## config.mk

```make
export PLATFORM = sky130hd
export DESIGN_NAME = smsc_core
export DESIGN_NICKNAME = d
export VERILOG_FILES = /design/src/hw/smsc_pkg.sv /design/src/hw/smsc_core.sv /design/src/hw/smsc_fifo.sv /design/src/hw/smsc_sync.sv
export VERILOG_INCLUDE_DIRS = /design/src /design/src/hw
export SDC_FILE = /design/constraint.sdc
export NUM_CORES = 2
export LEC_CHECK = 0
export BUFFER_PORTS_ARGS = -buffer_cell sky130_fd_sc_hd__buf_2
export CAP_MARGIN = 0
export CORE_AREA = 2 2 460 462
export CTS_CLUSTER_DIAMETER = 60
export DETAILED_ROUTE_END_ITERATION = 16
export DIE_AREA = 0 0 462 464
export GPL_TIMING_DRIVEN = 0
export PLACE_DENSITY_LB_ADDON = 0.25
export SKIP_LAST_GASP = 1
export SLEW_MARGIN = 10
export SYNTH_ARGS = -nofsm -noshare
export SYNTH_HDL_FRONTEND = slang
export SYNTH_SLANG_ARGS = --single-unit
export TNS_END_PERCENT = 5
```

## constraint.sdc

```tcl
create_clock -name mclk -period 9 [get_ports mclk]
set_clock_uncertainty 0.1 [all_clocks]
set_input_delay 1.35 -clock mclk [delete_from_list [all_inputs] [get_ports mclk]]
set_output_delay 1.35 -clock mclk [all_outputs]
set_load 0.01 [all_outputs]
```

## src/hw/smsc_defines.svh

```systemverilog
`ifndef SMSC_DEFINES_SVH
`define SMSC_DEFINES_SVH
// word length field codes
`define SMSC_LEN_32 4'h0
`define SMSC_LEN_MIN_LEGAL 4'h3
// base divide factors of the master clock generator
`define SMSC_DIV_BASE 3'h4
`define SMSC_DIV_PRESCALE_FACTOR_SEL_STEP 3'h2
`define SMSC_CLOCK_DIV_SIXTEEN_MULT 5'h10
// slave clock synchroniser length in system cycles
`define SMSC_SYNC_STAGES 2
// queue geometry: fifo plus one holding register
`define SMSC_FIFO_DEPTH 32
`define SMSC_FIFO_AW 5
`define SMSC_WORD_W 32
// idle level of the master data line
`define SMSC_MOSI_IDLE 1'h1
`define SMSC_UNDERRUN_WORD 32'hffffffff
`endif

```

## src/hw/smsc_pkg.sv

```systemverilog
package smsc_pkg;
  // static mode configuration
  typedef struct packed {
    logic enable;
    logic master_mode_sel;
    logic cpol;
    logic cpha;
    logic msb_first;
    logic three_wire;
    logic three_wire_first_direction;
    logic ignore_select_in;
    logic clock_div_sixteen;
    logic prescale_factor_sel;
    logic [3:0] prescale_modulus;
    logic [3:0] word_length_field;
    logic [4:0] word_gap_cycles;
  } smsc_cfg_s;

  // event flags
  typedef struct packed {
    logic tx_not_full_flag;
    logic rx_not_empty_flag;
    logic rx_overrun_flag;
    logic tx_underrun_flag;
    logic multi_master_error;
  } smsc_evt_s;

  typedef enum logic [3:0] {
    SMSC_IDLE = 4'h1,
    SMSC_XFER = 4'h2,
    SMSC_GAP = 4'h4,
    SMSC_DONE = 4'h8
  } smsc_state_e;
endpackage : smsc_pkg

```

## src/hw/smsc_core.sv

```systemverilog
// Overview of operation
// master watches its select input for a collision with another master
// sampling and changing data alternate on successive serial clock edges
// phase 0 samples on first edge; phase 1 changes on first edge
// clock idles at polarity level; polarity and phase give four modes
// master output data line rests high between transfers
// in phase 0 the first bit is out before the first edge
// three-wire mode uses only the master-output line, half duplex
// first-direction 0: master sends first; 1: slave sends first
// three-wire slave output gets the same synchroniser delay as normal
// each queue is a holding register plus fifo, depth plus one
// tx not-full flag while a slot is free; software writes then
// a complete word goes to the rx queue and sets not-empty
// a word arriving with the rx queue full is dropped, overrun set
// selected slave with empty tx queue sends all ones, underrun set
// master never underruns; empty queue returns bus to idle clock
// master clock divides by (4-2*factor)*(modulus+1), times 16 option
// software leaves mode fields alone while the controller is enabled
// slave drives nothing until its select input goes active
// four-wire slave drives its first bit on select activation
// three-wire slave receives a word first, then drives its reply; the code returns to the first direction in idle, so every word goes that way
// slave reacts two cycles after an edge; master keeps clock slow
// slave accepts a clock level only after the modulus stable count
// select low in master mode aborts, flags error, disables
// word length 0 gives 32 bits, 3..15 give field plus one
// bit order control: cleared lsb first, set msb first
// master inserts configured idle clock cycles between words
// slave select and data inputs share the clock synchroniser stages
`timescale 1ns/10ps
`default_nettype none
`include "smsc_defines.svh"
module smsc_core (
  input wire logic mclk,
  input wire logic rst,
  input wire smsc_pkg::smsc_cfg_s cfg,
  input wire logic clear_events,
  input wire logic tx_valid,
  output logic tx_ready,
  input wire logic [31:0] tx_data,
  output logic rx_valid,
  input wire logic rx_ready,
  output logic [31:0] rx_data,
  output smsc_pkg::smsc_evt_s events,
  output logic core_enabled,
  input wire logic select_in_pin,
  output logic slave_select_out,
  input wire logic sck_in,
  output logic sck_out,
  output logic sck_oe_n,
  input wire logic mosi_in,
  output logic mosi_out,
  output logic mosi_oe_n,
  input wire logic miso_in,
  output logic miso_out,
  output logic miso_oe_n
);
  smsc_pkg::smsc_state_e state;
  logic [3:0] sync_q;
  logic sck_filt;
  logic sck_prev;
  logic sel_prev;
  logic [5:0] nbits;
  logic [5:0] bit_cnt;
  logic [31:0] sh_tx;
  logic [31:0] sh_rx;
  logic [9:0] div_cnt;
  logic [9:0] div_max;
  logic [5:0] gap_cnt;
  logic edge_idx;
  logic tq_valid;
  logic tq_pop;
  logic [31:0] tq_data;
  logic rq_push;
  logic rq_ready;
  logic [31:0] rq_data;
  logic [31:0] rx_word;
  logic word_done;
  logic underrun_now;
  logic collision;
  logic enabled;
  logic slv_active;
  logic half_out;
  logic shift_now;
  logic first_bit;
  logic next_bit;
  logic [31:0] next_rx;
  logic tick;
  logic sck_edge;
  logic lead_edge;
  logic sample_edge;
  logic rx_bit;
  logic out_bit;

  // queued words survive a disable so software may preload the queue
  smsc_fifo u_txq (
    .mclk(mclk), .rst(rst), .flush(1'b0),
    .in_valid(tx_valid), .in_ready(tx_ready), .in_data(tx_data),
    .out_valid(tq_valid), .out_ready(tq_pop), .out_data(tq_data)
  );
  smsc_fifo u_rxq (
    .mclk(mclk), .rst(rst), .flush(1'b0),
    .in_valid(rq_push), .in_ready(rq_ready), .in_data(rq_data),
    .out_valid(rx_valid), .out_ready(rx_ready), .out_data(rx_data)
  );
  smsc_sync u_sync (
    .mclk(mclk), .rst(rst), .filt_len(cfg.prescale_modulus),
    .raw_in({miso_in, mosi_in, select_in_pin, sck_in}),
    .sync_out(sync_q), .sck_filt(sck_filt)
  );

  // word length decode; illegal codes fall back to 32
  assign nbits = (cfg.word_length_field < `SMSC_LEN_MIN_LEGAL) ? 6'h20 :
                 6'({2'h0, cfg.word_length_field} + 6'h1);

  // divider half-period: (4-2f)*(pm+1)*(16?) / 2 system cycles
  assign div_max = 10'((cfg.prescale_factor_sel ? 10'h1 : 10'h2) *
    (10'(cfg.prescale_modulus) + 10'h1) *
    (cfg.clock_div_sixteen ? 10'(`SMSC_CLOCK_DIV_SIXTEEN_MULT) : 10'h1) - 10'h1);
  assign tick = (div_cnt == div_max);

  // collision while select is low in master mode and not ignored
  assign collision = enabled && cfg.master_mode_sel &&
    !cfg.ignore_select_in && !select_in_pin;
  assign slv_active = enabled && !cfg.master_mode_sel && !sync_q[1];

  // slave edge of the filtered clock; master edge on divider tick
  assign sck_edge = cfg.master_mode_sel ? (state == smsc_pkg::SMSC_XFER && tick)
    : (slv_active && sck_filt != sck_prev);
  // edge_idx 0 marks the first edge of each bit
  assign lead_edge = sck_edge && !edge_idx;
  assign sample_edge = cfg.cpha ? (sck_edge && edge_idx) : lead_edge;
  // data changes on the non-sampling edge; phase 1 keeps bit 0 on edge 1
  assign shift_now = sck_edge && !sample_edge &&
    !(cfg.cpha && bit_cnt == 6'h0 && !edge_idx);
  assign first_bit = cfg.msb_first ? tq_data[5'(nbits - 6'h1)] : tq_data[0];
  assign next_bit = cfg.msb_first ? sh_tx[30] : sh_tx[1];
  // the word is taken with its last bit included
  assign next_rx = cfg.msb_first ? {sh_rx[30:0], rx_bit} :
    {rx_bit, sh_rx[31:1]};
  assign rx_bit = cfg.master_mode_sel ?
    (cfg.three_wire ? mosi_in : miso_in) : sync_q[2];
  assign out_bit = cfg.msb_first ? sh_tx[31] : sh_tx[0];
  assign word_done = sample_edge && (bit_cnt == nbits - 6'h1);
  assign underrun_now = slv_active && !tq_valid && (state == smsc_pkg::SMSC_IDLE) &&
    (sck_filt != sck_prev);
  assign tq_pop = enabled && tq_valid && (state == smsc_pkg::SMSC_IDLE) &&
    (cfg.master_mode_sel ? select_in_pin || cfg.ignore_select_in : slv_active);
  assign rx_word = cfg.msb_first ? next_rx & ((32'h1 << nbits) - 32'h1) :
    32'(next_rx >> (6'h20 - nbits));
  assign rq_data = rx_word;
  assign rq_push = word_done && rq_ready && !tw_drive_phase();

  // in three-wire mode only the receiving half stores a word
  function automatic logic tw_drive_phase();
    tw_drive_phase = cfg.three_wire && half_out;
  endfunction : tw_drive_phase

  // enable follows config; a collision clears it until multi_master_error is cleared
  always_ff @(posedge mclk)
  begin
    if (rst)
      enabled <= 1'b0;
    else if (!cfg.enable)
      enabled <= 1'b0;
    else if (collision)
      enabled <= 1'b0;
    else if (!events.multi_master_error)
      enabled <= 1'b1;
  end

  // sequencing of words, bits and gaps
  always_ff @(posedge mclk)
  begin
    if (rst || !enabled || collision || (!cfg.master_mode_sel && !slv_active))
    begin
      state <= smsc_pkg::SMSC_IDLE;
      bit_cnt <= '0;
      edge_idx <= 1'b0;
      div_cnt <= '0;
      gap_cnt <= '0;
      sh_tx <= '1;
      sh_rx <= '0;
      half_out <= 1'b0;
    end
    else
    begin
      div_cnt <= (tick || state == smsc_pkg::SMSC_IDLE) ? 10'h0 : div_cnt + 10'h1;
      case (state)
        smsc_pkg::SMSC_IDLE:
        begin
          edge_idx <= 1'b0;
          bit_cnt <= '0;
          // three-wire master/slave roles pick the driving half
          half_out <= cfg.master_mode_sel ? !cfg.three_wire_first_direction
            : cfg.three_wire_first_direction;
          if (tq_pop)
          begin
            sh_tx <= cfg.msb_first ? 32'(tq_data << (6'h20 - nbits)) : tq_data;
            state <= smsc_pkg::SMSC_XFER;
          end
          else if (underrun_now)
          begin
            sh_tx <= `SMSC_UNDERRUN_WORD;
            state <= smsc_pkg::SMSC_XFER;
            edge_idx <= 1'b1;
            // the edge that starts an underrun may also carry bit 0
            if (sample_edge)
            begin
              sh_rx <= next_rx;
              bit_cnt <= 6'h1;
            end
          end
        end
        smsc_pkg::SMSC_XFER:
        begin
          if (sck_edge)
            edge_idx <= !edge_idx;
          if (sample_edge)
            sh_rx <= next_rx;
          // change on the edge that is not the sampling one
          if (shift_now)
            sh_tx <= cfg.msb_first ? {sh_tx[30:0], 1'b1} : {1'b1, sh_tx[31:1]};
          if (sample_edge)
            bit_cnt <= bit_cnt + 6'h1;
          if (word_done)
          begin
            bit_cnt <= '0;
            if (cfg.three_wire && half_out == (cfg.master_mode_sel ?
                !cfg.three_wire_first_direction : cfg.three_wire_first_direction))
              half_out <= !half_out;
            gap_cnt <= '0;
            state <= smsc_pkg::SMSC_GAP;
          end
        end
        smsc_pkg::SMSC_GAP:
        begin
          // gap counted in half periods of the serial clock
          if (!cfg.master_mode_sel || cfg.word_gap_cycles == 5'h0)
            state <= smsc_pkg::SMSC_DONE;
          else if (tick)
          begin
            gap_cnt <= gap_cnt + 6'h1;
            if (gap_cnt == 6'({cfg.word_gap_cycles, 1'b0} - 6'h1))
              state <= smsc_pkg::SMSC_DONE;
          end
        end
        smsc_pkg::SMSC_DONE:
          state <= smsc_pkg::SMSC_IDLE;
        default:
          state <= smsc_pkg::SMSC_IDLE;
      endcase
    end
  end

  // edge history for slave clock and select
  always_ff @(posedge mclk)
  begin
    if (rst)
    begin
      sck_prev <= 1'b0;
      sel_prev <= 1'b1;
    end
    else
    begin
      sck_prev <= slv_active ? sck_filt : cfg.cpol;
      sel_prev <= sync_q[1];
    end
  end

  // pin outputs straight from flops; enables low while driving
  always_ff @(posedge mclk)
  begin
    if (rst)
    begin
      sck_out <= 1'b0;
      sck_oe_n <= 1'b1;
      mosi_out <= `SMSC_MOSI_IDLE;
      mosi_oe_n <= 1'b1;
      miso_out <= 1'b1;
      miso_oe_n <= 1'b1;
      slave_select_out <= 1'b1;
    end
    else if (enabled && cfg.master_mode_sel)
    begin
      // clock toggles only inside a word, idles at polarity level
      if (state != smsc_pkg::SMSC_XFER)
        sck_out <= cfg.cpol;
      else if (tick)
        sck_out <= !sck_out;
      sck_oe_n <= 1'b0;
      // first bit leaves with the load, so it leads the first clock edge
      if (state == smsc_pkg::SMSC_IDLE && tq_pop)
        mosi_out <= first_bit;
      else if (state != smsc_pkg::SMSC_XFER)
        mosi_out <= `SMSC_MOSI_IDLE;
      else if (shift_now)
        mosi_out <= next_bit;
      mosi_oe_n <= cfg.three_wire && !half_out && state == smsc_pkg::SMSC_XFER;
      miso_oe_n <= 1'b1;
      slave_select_out <= (state == smsc_pkg::SMSC_IDLE && !tq_pop);
    end
    else if (slv_active)
    begin
      sck_oe_n <= 1'b1;
      // output follows synchronised edges, so delay matches both modes
      if (cfg.three_wire)
      begin
        mosi_out <= out_bit;
        mosi_oe_n <= !half_out;
        miso_oe_n <= 1'b1;
      end
      else
      begin
        miso_out <= out_bit;
        miso_oe_n <= 1'b0;
        mosi_oe_n <= 1'b1;
      end
      slave_select_out <= 1'b1;
    end
    else
    begin
      sck_out <= cfg.cpol;
      sck_oe_n <= 1'b1;
      mosi_out <= `SMSC_MOSI_IDLE;
      mosi_oe_n <= 1'b1;
      miso_oe_n <= 1'b1;
      slave_select_out <= 1'b1;
    end
  end

  // overrun, underrun and collision flags sticky; a new event wins over a clear in the same cycle
  always_ff @(posedge mclk)
  begin
    if (rst)
      events <= '0;
    else
    begin
      events.tx_not_full_flag <= tx_ready;
      events.rx_not_empty_flag <= rx_valid || rq_push;
      if (word_done && !rq_ready && !tw_drive_phase())
        events.rx_overrun_flag <= 1'b1;
      else if (clear_events)
        events.rx_overrun_flag <= 1'b0;
      if (underrun_now && !cfg.master_mode_sel)
        events.tx_underrun_flag <= 1'b1;
      else if (clear_events)
        events.tx_underrun_flag <= 1'b0;
      if (collision)
        events.multi_master_error <= 1'b1;
      else if (clear_events)
        events.multi_master_error <= 1'b0;
    end
  end

  // visible enable state
  always_ff @(posedge mclk)
  begin
    if (rst)
      core_enabled <= 1'b0;
    else
      core_enabled <= enabled;
  end
endmodule : smsc_core
`default_nettype wire

```

## src/hw/smsc_fifo.sv

```systemverilog
`timescale 1ns/10ps
`default_nettype none
`include "smsc_defines.svh"
// fifo plus holding register; capacity is depth plus one
module smsc_fifo #(
  parameter int WIDTH = `SMSC_WORD_W,
  parameter int DEPTH = `SMSC_FIFO_DEPTH,
  parameter int AW = `SMSC_FIFO_AW
) (
  input wire logic mclk,
  input wire logic rst,
  input wire logic flush,
  input wire logic in_valid,
  output logic in_ready,
  input wire logic [WIDTH-1:0] in_data,
  output logic out_valid,
  input wire logic out_ready,
  output logic [WIDTH-1:0] out_data
);
  logic [WIDTH-1:0] mem [DEPTH];
  logic [AW-1:0] wr_ptr;
  logic [AW-1:0] rd_ptr;
  logic [AW:0] count;
  logic hold_valid;
  logic fifo_pop;
  logic push;

  // holding register pulls from the array whenever it is free
  assign fifo_pop = (count != '0) && (!hold_valid || out_ready);
  assign push = in_valid && in_ready;
  assign in_ready = (count != (AW + 1)'(DEPTH));
  assign out_valid = hold_valid;

  // array pointers and occupancy
  always_ff @(posedge mclk)
  begin
    if (rst || flush)
    begin
      wr_ptr <= '0;
      rd_ptr <= '0;
      count <= '0;
    end
    else
    begin
      if (push)
      begin
        mem[wr_ptr] <= in_data;
        wr_ptr <= wr_ptr + 1'b1;
      end
      if (fifo_pop)
        rd_ptr <= rd_ptr + 1'b1;
      count <= count + (AW + 1)'(push) - (AW + 1)'(fifo_pop);
    end
  end

  // holding register stage
  always_ff @(posedge mclk)
  begin
    if (rst || flush)
    begin
      hold_valid <= 1'b0;
      out_data <= '0;
    end
    else if (fifo_pop)
    begin
      hold_valid <= 1'b1;
      out_data <= mem[rd_ptr];
    end
    else if (out_ready)
      hold_valid <= 1'b0;
  end
endmodule : smsc_fifo
`default_nettype wire

```

## src/hw/smsc_sync.sv

```systemverilog
`timescale 1ns/10ps
`default_nettype none
`include "smsc_defines.svh"
// two-stage synchroniser plus stability filter on the serial clock
module smsc_sync (
  input wire logic mclk,
  input wire logic rst,
  input wire logic [3:0] filt_len,
  input wire logic [3:0] raw_in,
  output logic [3:0] sync_out,
  output logic sck_filt
);
  logic [3:0] stage1;
  logic [3:0] filt_cnt;

  // same two stages for clock, select and data keep them aligned
  genvar gi;
  generate
    for (gi = 0; gi < 4; gi++)
    begin : g_sync
      always_ff @(posedge mclk)
      begin
        if (rst)
        begin
          stage1[gi] <= 1'b1;
          sync_out[gi] <= 1'b1;
        end
        else
        begin
          stage1[gi] <= raw_in[gi];
          sync_out[gi] <= stage1[gi];
        end
      end
    end
  endgenerate

  // clock level accepted once stable for filt_len plus one cycles
  always_ff @(posedge mclk)
  begin
    if (rst)
    begin
      filt_cnt <= '0;
      sck_filt <= 1'b0;
    end
    else if (sync_out[0] == sck_filt)
      filt_cnt <= '0;
    else if (filt_cnt >= filt_len)
    begin
      sck_filt <= sync_out[0];
      filt_cnt <= '0;
    end
    else
      filt_cnt <= filt_cnt + 4'h1;
  end
endmodule : smsc_sync
`default_nettype wire

```

[Word level (Yosys, flattened, before mapping)]
Memories as Yosys holds them, arrays and structs flattened. A register that Yosys moved wholly into a read port is not among the register bits.
Cells that the tools add are included.
Storage, ports and cells
  flip-flop bits (word level): 152
  bits in writable memories: 2048
  output and inout port bits: 47
  logic and storage cells: 271
  memories: 2
Memories
  u_rxq.mem: depth 32, bits a word 32, rd ports 1, clocked after Yosys merged registers in 1, write ports 1, RTL line smsc_fifo.sv:20  | logic [WIDTH-1:0] mem [DEPTH];
  u_txq.mem: depth 32, bits a word 32, rd ports 1, clocked after Yosys merged registers in 1, write ports 1, RTL line smsc_fifo.sv:20
Cells by class
  add/subtract/negate cells: 19
  $mul: 2
  order comparisons: 3
  equal/unequal tests: 28
  shifts and indexed selects: 3
  mux-type cells: 80
  bitwise gates (word level): 6
  reductions and logical operators: 89
Operators by type and width (number)
  $mux 32: 10
  $pmux 32 s2: 2
  $mux 1: 48
  $logic_and 1x1->1: 36
  $mux 6: 6
  $and 32x32->32: 1
  $shl 1x6->32 const A: 1
  $shl 32x6->32: 1
  $shr 32x6->32: 1
  $sub 32x1->32 const B: 1
  $mux 4: 6
  $pmux 6 s2: 2
  $add 5x1->5 const B: 4
  $logic_not 1->1: 17
  $ne 2x2->1 const B: 8
  $reduce_bool 2->1: 7
  $add 6x1->6: 2
  $add 6x1->6 const B: 2
  $eq 6x6->1: 2
  $ne 3x3->1 const B: 4
  $ne 6x6->1 const B: 2
  $pmux 4 s3: 1
  $reduce_and 3->1: 4
  $reduce_bool 6->1: 2
  other kinds (33): 60

[Logic depth before layout (Yosys ltp)]
  depth in word-level cells: 16
  mapped depth: 30
  mapped depth without buffers: 28

[Cells and area by module]
Synthesis repeated with hierarchy kept, for this count alone.
Unflattened totals
  cell total of the unflattened synthesis: 5240
  area, all modules: 93812.5 µm²
By module, submodules not included
  smsc_fifo (u_txq): times used 1, cells each 1896, area an instance 40786.6 µm², seq. area each 31730.4 µm²
  smsc_fifo (u_rxq): times used 1, cells each 1896, area an instance 40785.4 µm², seq. area each 31730.4 µm²
  smsc_core: times used 1, cells each 1400, area an instance 11715.0 µm², seq. area each 2142.1 µm²
  smsc_sync: times used 1, cells each 48, area an instance 525.5 µm², seq. area each 260.2 µm²

[Worst setup path after synthesis]
Ideal clock, no wire load.
  path kind: input-to-reg
  start: input port cfg[5] in the netlist's numbering
  end: memory u_rxq.mem[0][18] in the netlist's numbering, data pin
  arrival: 7008 ps
  slack: 1277 ps
  stages on the path: 17
  cell sequence: ha_1 or3_1 clkbuf_1 nand2b_1 buf_4 buf_4 buf_2 ha_1 ha_1 clkbuf_1 clkinv_1 buf_1 clkbuf_1 mux2i_1 nor2_1 a21oi_1 o311ai_0
On the way
  cells in the longest elaborated chain, start to end: 6
RTL lines
  start, declared: RTL line smsc_core.sv:35  | input wire smsc_pkg::smsc_cfg_s cfg,
  $add 4x1->5 / $lt 4x2->1 (equally long branches)
  $mux 6 (*): RTL line smsc_core.sv:112  | assign nbits = (cfg.word_length_field < `SMSC_LEN_MIN_LEGAL) ? 6'h20 :
  $shl 1x6->32: RTL line smsc_core.sv:148  | assign rx_word = cfg.msb_first ? next_rx & ((32'h1 << nbits) - 32'h1) :
  $sub 32x1->32: RTL line smsc_core.sv:148
  $and 32x32->32: RTL line smsc_core.sv:148
  $mux 32 (*): RTL line smsc_core.sv:148
  via rq_data[18]: RTL line smsc_core.sv:75  | logic [31:0] rq_data;
  end, declared: RTL line smsc_fifo.sv:20
Mark *: on every way through the listed nets, which the timed path passes. The rest lies on a longest branch.

[Worst setup path after layout]
  start: input port cfg[6] in the netlist's numbering
  end: memory u_rxq.mem[12][0] in the netlist's numbering, data pin
Same word-level chain as after synthesis.

==> qor.yml <==
cells_and_area:
  fin_area_mm2: 0.108
  finalNonFillerCells: 8355
  area_delta_synth_final_pct: 15.5
  drive_above_1_share_pct: 25.9
  num-nets-final: 5488
  final_core_util_pct: 51.8
setup_path:
  cp-end-kind: "register"
  cp_max_fo: 32
  critPathMaxStageDelay_ns: 0.80
  start_kind: "primary input"
  cpMaxStageDelayCell: "buf_1"
  cp_cell_sequence: "buf_2, ha_1, or3_1, clkbuf_1, nand2b_1, buf_4, buf_4, buf_2, ha_1, ha_1, clkbuf_1, clkinv_1, buf_1, clkbuf_1, clkbuf_1, nand3_1, a32oi_1, nand3_2"
  path_class: "in2reg"
  path_common_cell: "clkbuf_1"
  arrival_ns: 8.07
  cp_num_buf_inv: 10
  cp.required_ns: 9.23
  cp_top_family: "buffers and inverters"
cts:
  cts_hold_buf: 0
  root_buffer: "clkbuf_16"
  cts_buffer_depth: 3
  cts_setup_buffers: 0
  cts_tree: "yes"
  path_clk_slew_ns: 0.06
  post_cts_resized: 0
  numCtsBuffers: 229
  htree_levels: 4
  cts_sinks: 2264
  insertion_delay_ns: 0.88
outcome:
  outcome: "finished, final reports clean"
logic_synthesis:
  ys_async_sr_fraction_pct: 0
  ys_ff_latch: 2264
  ys_types: 85
  synth_flop_cell: "edfxtp_1"
  synth_area_leader_cell: "edfxtp_1"
  synth.most_common_cell: "edfxtp_1"
  synth_top_area_share_pct: 65.6
  ys.warnings.count: 0
  syn_avg_cell_area_um2: 19.1
  synth_area_leaders: "edfxtp_1 66%, mux4_2 17%, dfxtp_1 4.6%, mux2i_1 1.8%, nor2_1 1.2%"
  ys_top_cells_by_count: "2048 x edfxtp_1, 713 x mux4_2, 307 x nor2_1"
  synth-edff-count: 2048
  synth_cells: 4906
  seq_area_frac_synth_pct: 70.2
  synth_area_mm2: 0.0938
sta:
  report.final.setup_viol: 0
  min_period_ns: 7.84
  drv_slew: 0
  relSlewSlack_pct: 11.7
  fin_crit_sh_pct: 87.1
  finalHoldViolations: 0
  max_freq_mhz: 128
  rsz0062_at_grt: "false"
  setup_ws_ns: 1.16
  tightest_slew_ns: 1.33
route:
  via_per_inst: 6.05
  ant_nets: 0
  vias: 50587
  dr.pass1.iters: 5
  drt-total-wl_um: 256000
  drcViolationCount: 0
  routedWlPerCell_um: 30.7
  drt_iter0_drc: 5754
global_routing:
  grt_first_pass_wirelength_um: 369000
  first_global_vias: 51167
  antenna_found_initial: 11
  overflow: 0
  grt_max_degree: 33
  track_usage_pct: 23.9
placed_design:
  placedInstanceArea_mm2: 0.101
  dp.cells: 7924
  io_buffers: 107
  dpl.hpwl_um: 175000
  place.gp.congestion: 0.948
  dp_slack_ns: 0.0732
power_and_ir_drop:
  power_mw: 26.9
  p_per_area_mw_per_mm2: 248
  p_leak_nw: 31.1
  ir_drop_uv: 212
die:
  core.rowCount: 168
  core_area_mm2: 0.209
  die_height_um: 464
  dieWidth_um: 462
  fp.dieArea_mm2: 0.214
  ios: 111
  start_util_pct: 44.8
run:
  maxCapViolations: 0
min_path:
  hp-class: "reg2reg"
[area by class of cell]
class,instances,area [um2]
Fill cell,16521,101000
Sequential cell,2264,65800
Multi-Input combinational cell,2270,27200
Clock buffer,299,6220
Tap cell,2805,3510
Timing Repair Buffer,214,2660
Clock inverter,127,1390
Buffer,305,1200
Inverter,68,255
Antenna cell,3,7.51
[routing by layer]
layer	vias up	global-route usage [%]	part of all wire, %
li1	21220	-	-
met1	26863	32.5	40
met2	2067	39.4	49
met3	427	3.78	6.7
met4	10	8.31	3.5
met5	-	0	0.022
[kinds of logic after synthesis]
kind of cell / count (synthesis) / synth area share, %
DFF: 2264 / 70.2
muxes: 901 / 19.2
and+or+nand+nor: 728 / 3.62
AOI/OAI and AO/OA: 485 / 3.69
other: 1 / 0.00400
buffers and inverters: 373 / 1.54
xor gates and xnor gates: 82 / 0.797
adders and majority gates: 72 / 1.00
[worst paths after layout]
kind                    startpoint            endpoint  slack [ns]  cells after the start
hold reg to reg   u_sync.stage1[1]  u_sync.sync_out[1]        0.31                      1
setup / recovery            cfg[6]    u_rxq.mem[12][0]        1.16                     18
setup reg to reg          state[1]    u_rxq.mem[7][20]        3.98                      8
hold / removal    u_sync.stage1[1]  u_sync.sync_out[1]        0.31                      1
[registers in the layout (all words and copies together), names as in the netlist, 3 cells and up]
| signal | cells |
|---|---|
| u_rxq.mem | 1024 |
| u_txq.mem | 1024 |
| sh_rx | 32 |
| sh_tx | 32 |
| u_rxq.out_data | 32 |
| u_txq.out_data | 32 |
| div_cnt | 10 |
| bit_cnt | 6 |
| gap_cnt | 6 |
| u_rxq.count | 6 |
| u_txq.count | 6 |
| events | 5 |
| u_rxq.rd_ptr | 5 |
| u_rxq.wr_ptr | 5 |
| u_txq.rd_ptr | 5 |
| u_txq.wr_ptr | 5 |
| state | 4 |
| u_sync.filt_cnt | 4 |
| u_sync.stage1 | 3 |
| u_sync.sync_out | 3 |
[through the flow]
stage                     hold WS (ns)   TNS, ns
final                            0.307         0
after global routing             0.333         0
after CTS                        0.308         0
after detailed placement         0.293         0
after global placement           0.293  -1621.69
after floorplan                  0.289         0
[power by group]
group | internal, mW | switching [mW]
Combinational | 2.33 | 3.14
Sequential | 11.6 | 0.250
Clock | 5.49 | 4.08
Total | 19.4 | 7.47
[cells in the final DEF (no fill, tap or decap), types with 21 or more instances in the layout]
master	n
a211oi_1	111
a21oi_1	80
buf_1	68
buf_12	55
buf_16	29
buf_2	122
bufinv_16	21
clkbuf_1	262
clkbuf_16	233
clkinv_1	41
clkinv_2	38
dfxtp_1	216
edfxtp_1	2048
ha_1	67
inv_1	65
mux2i_1	168
mux4_2	713
nand2_1	163
nand2b_1	24
nand3_1	60
nor2_1	243
nor2_4	64
nor3_1	26
o211ai_1	26
o21ai_0	63
xnor2_1	44
xor2_1	36
(Power assumes the default switching activity.)
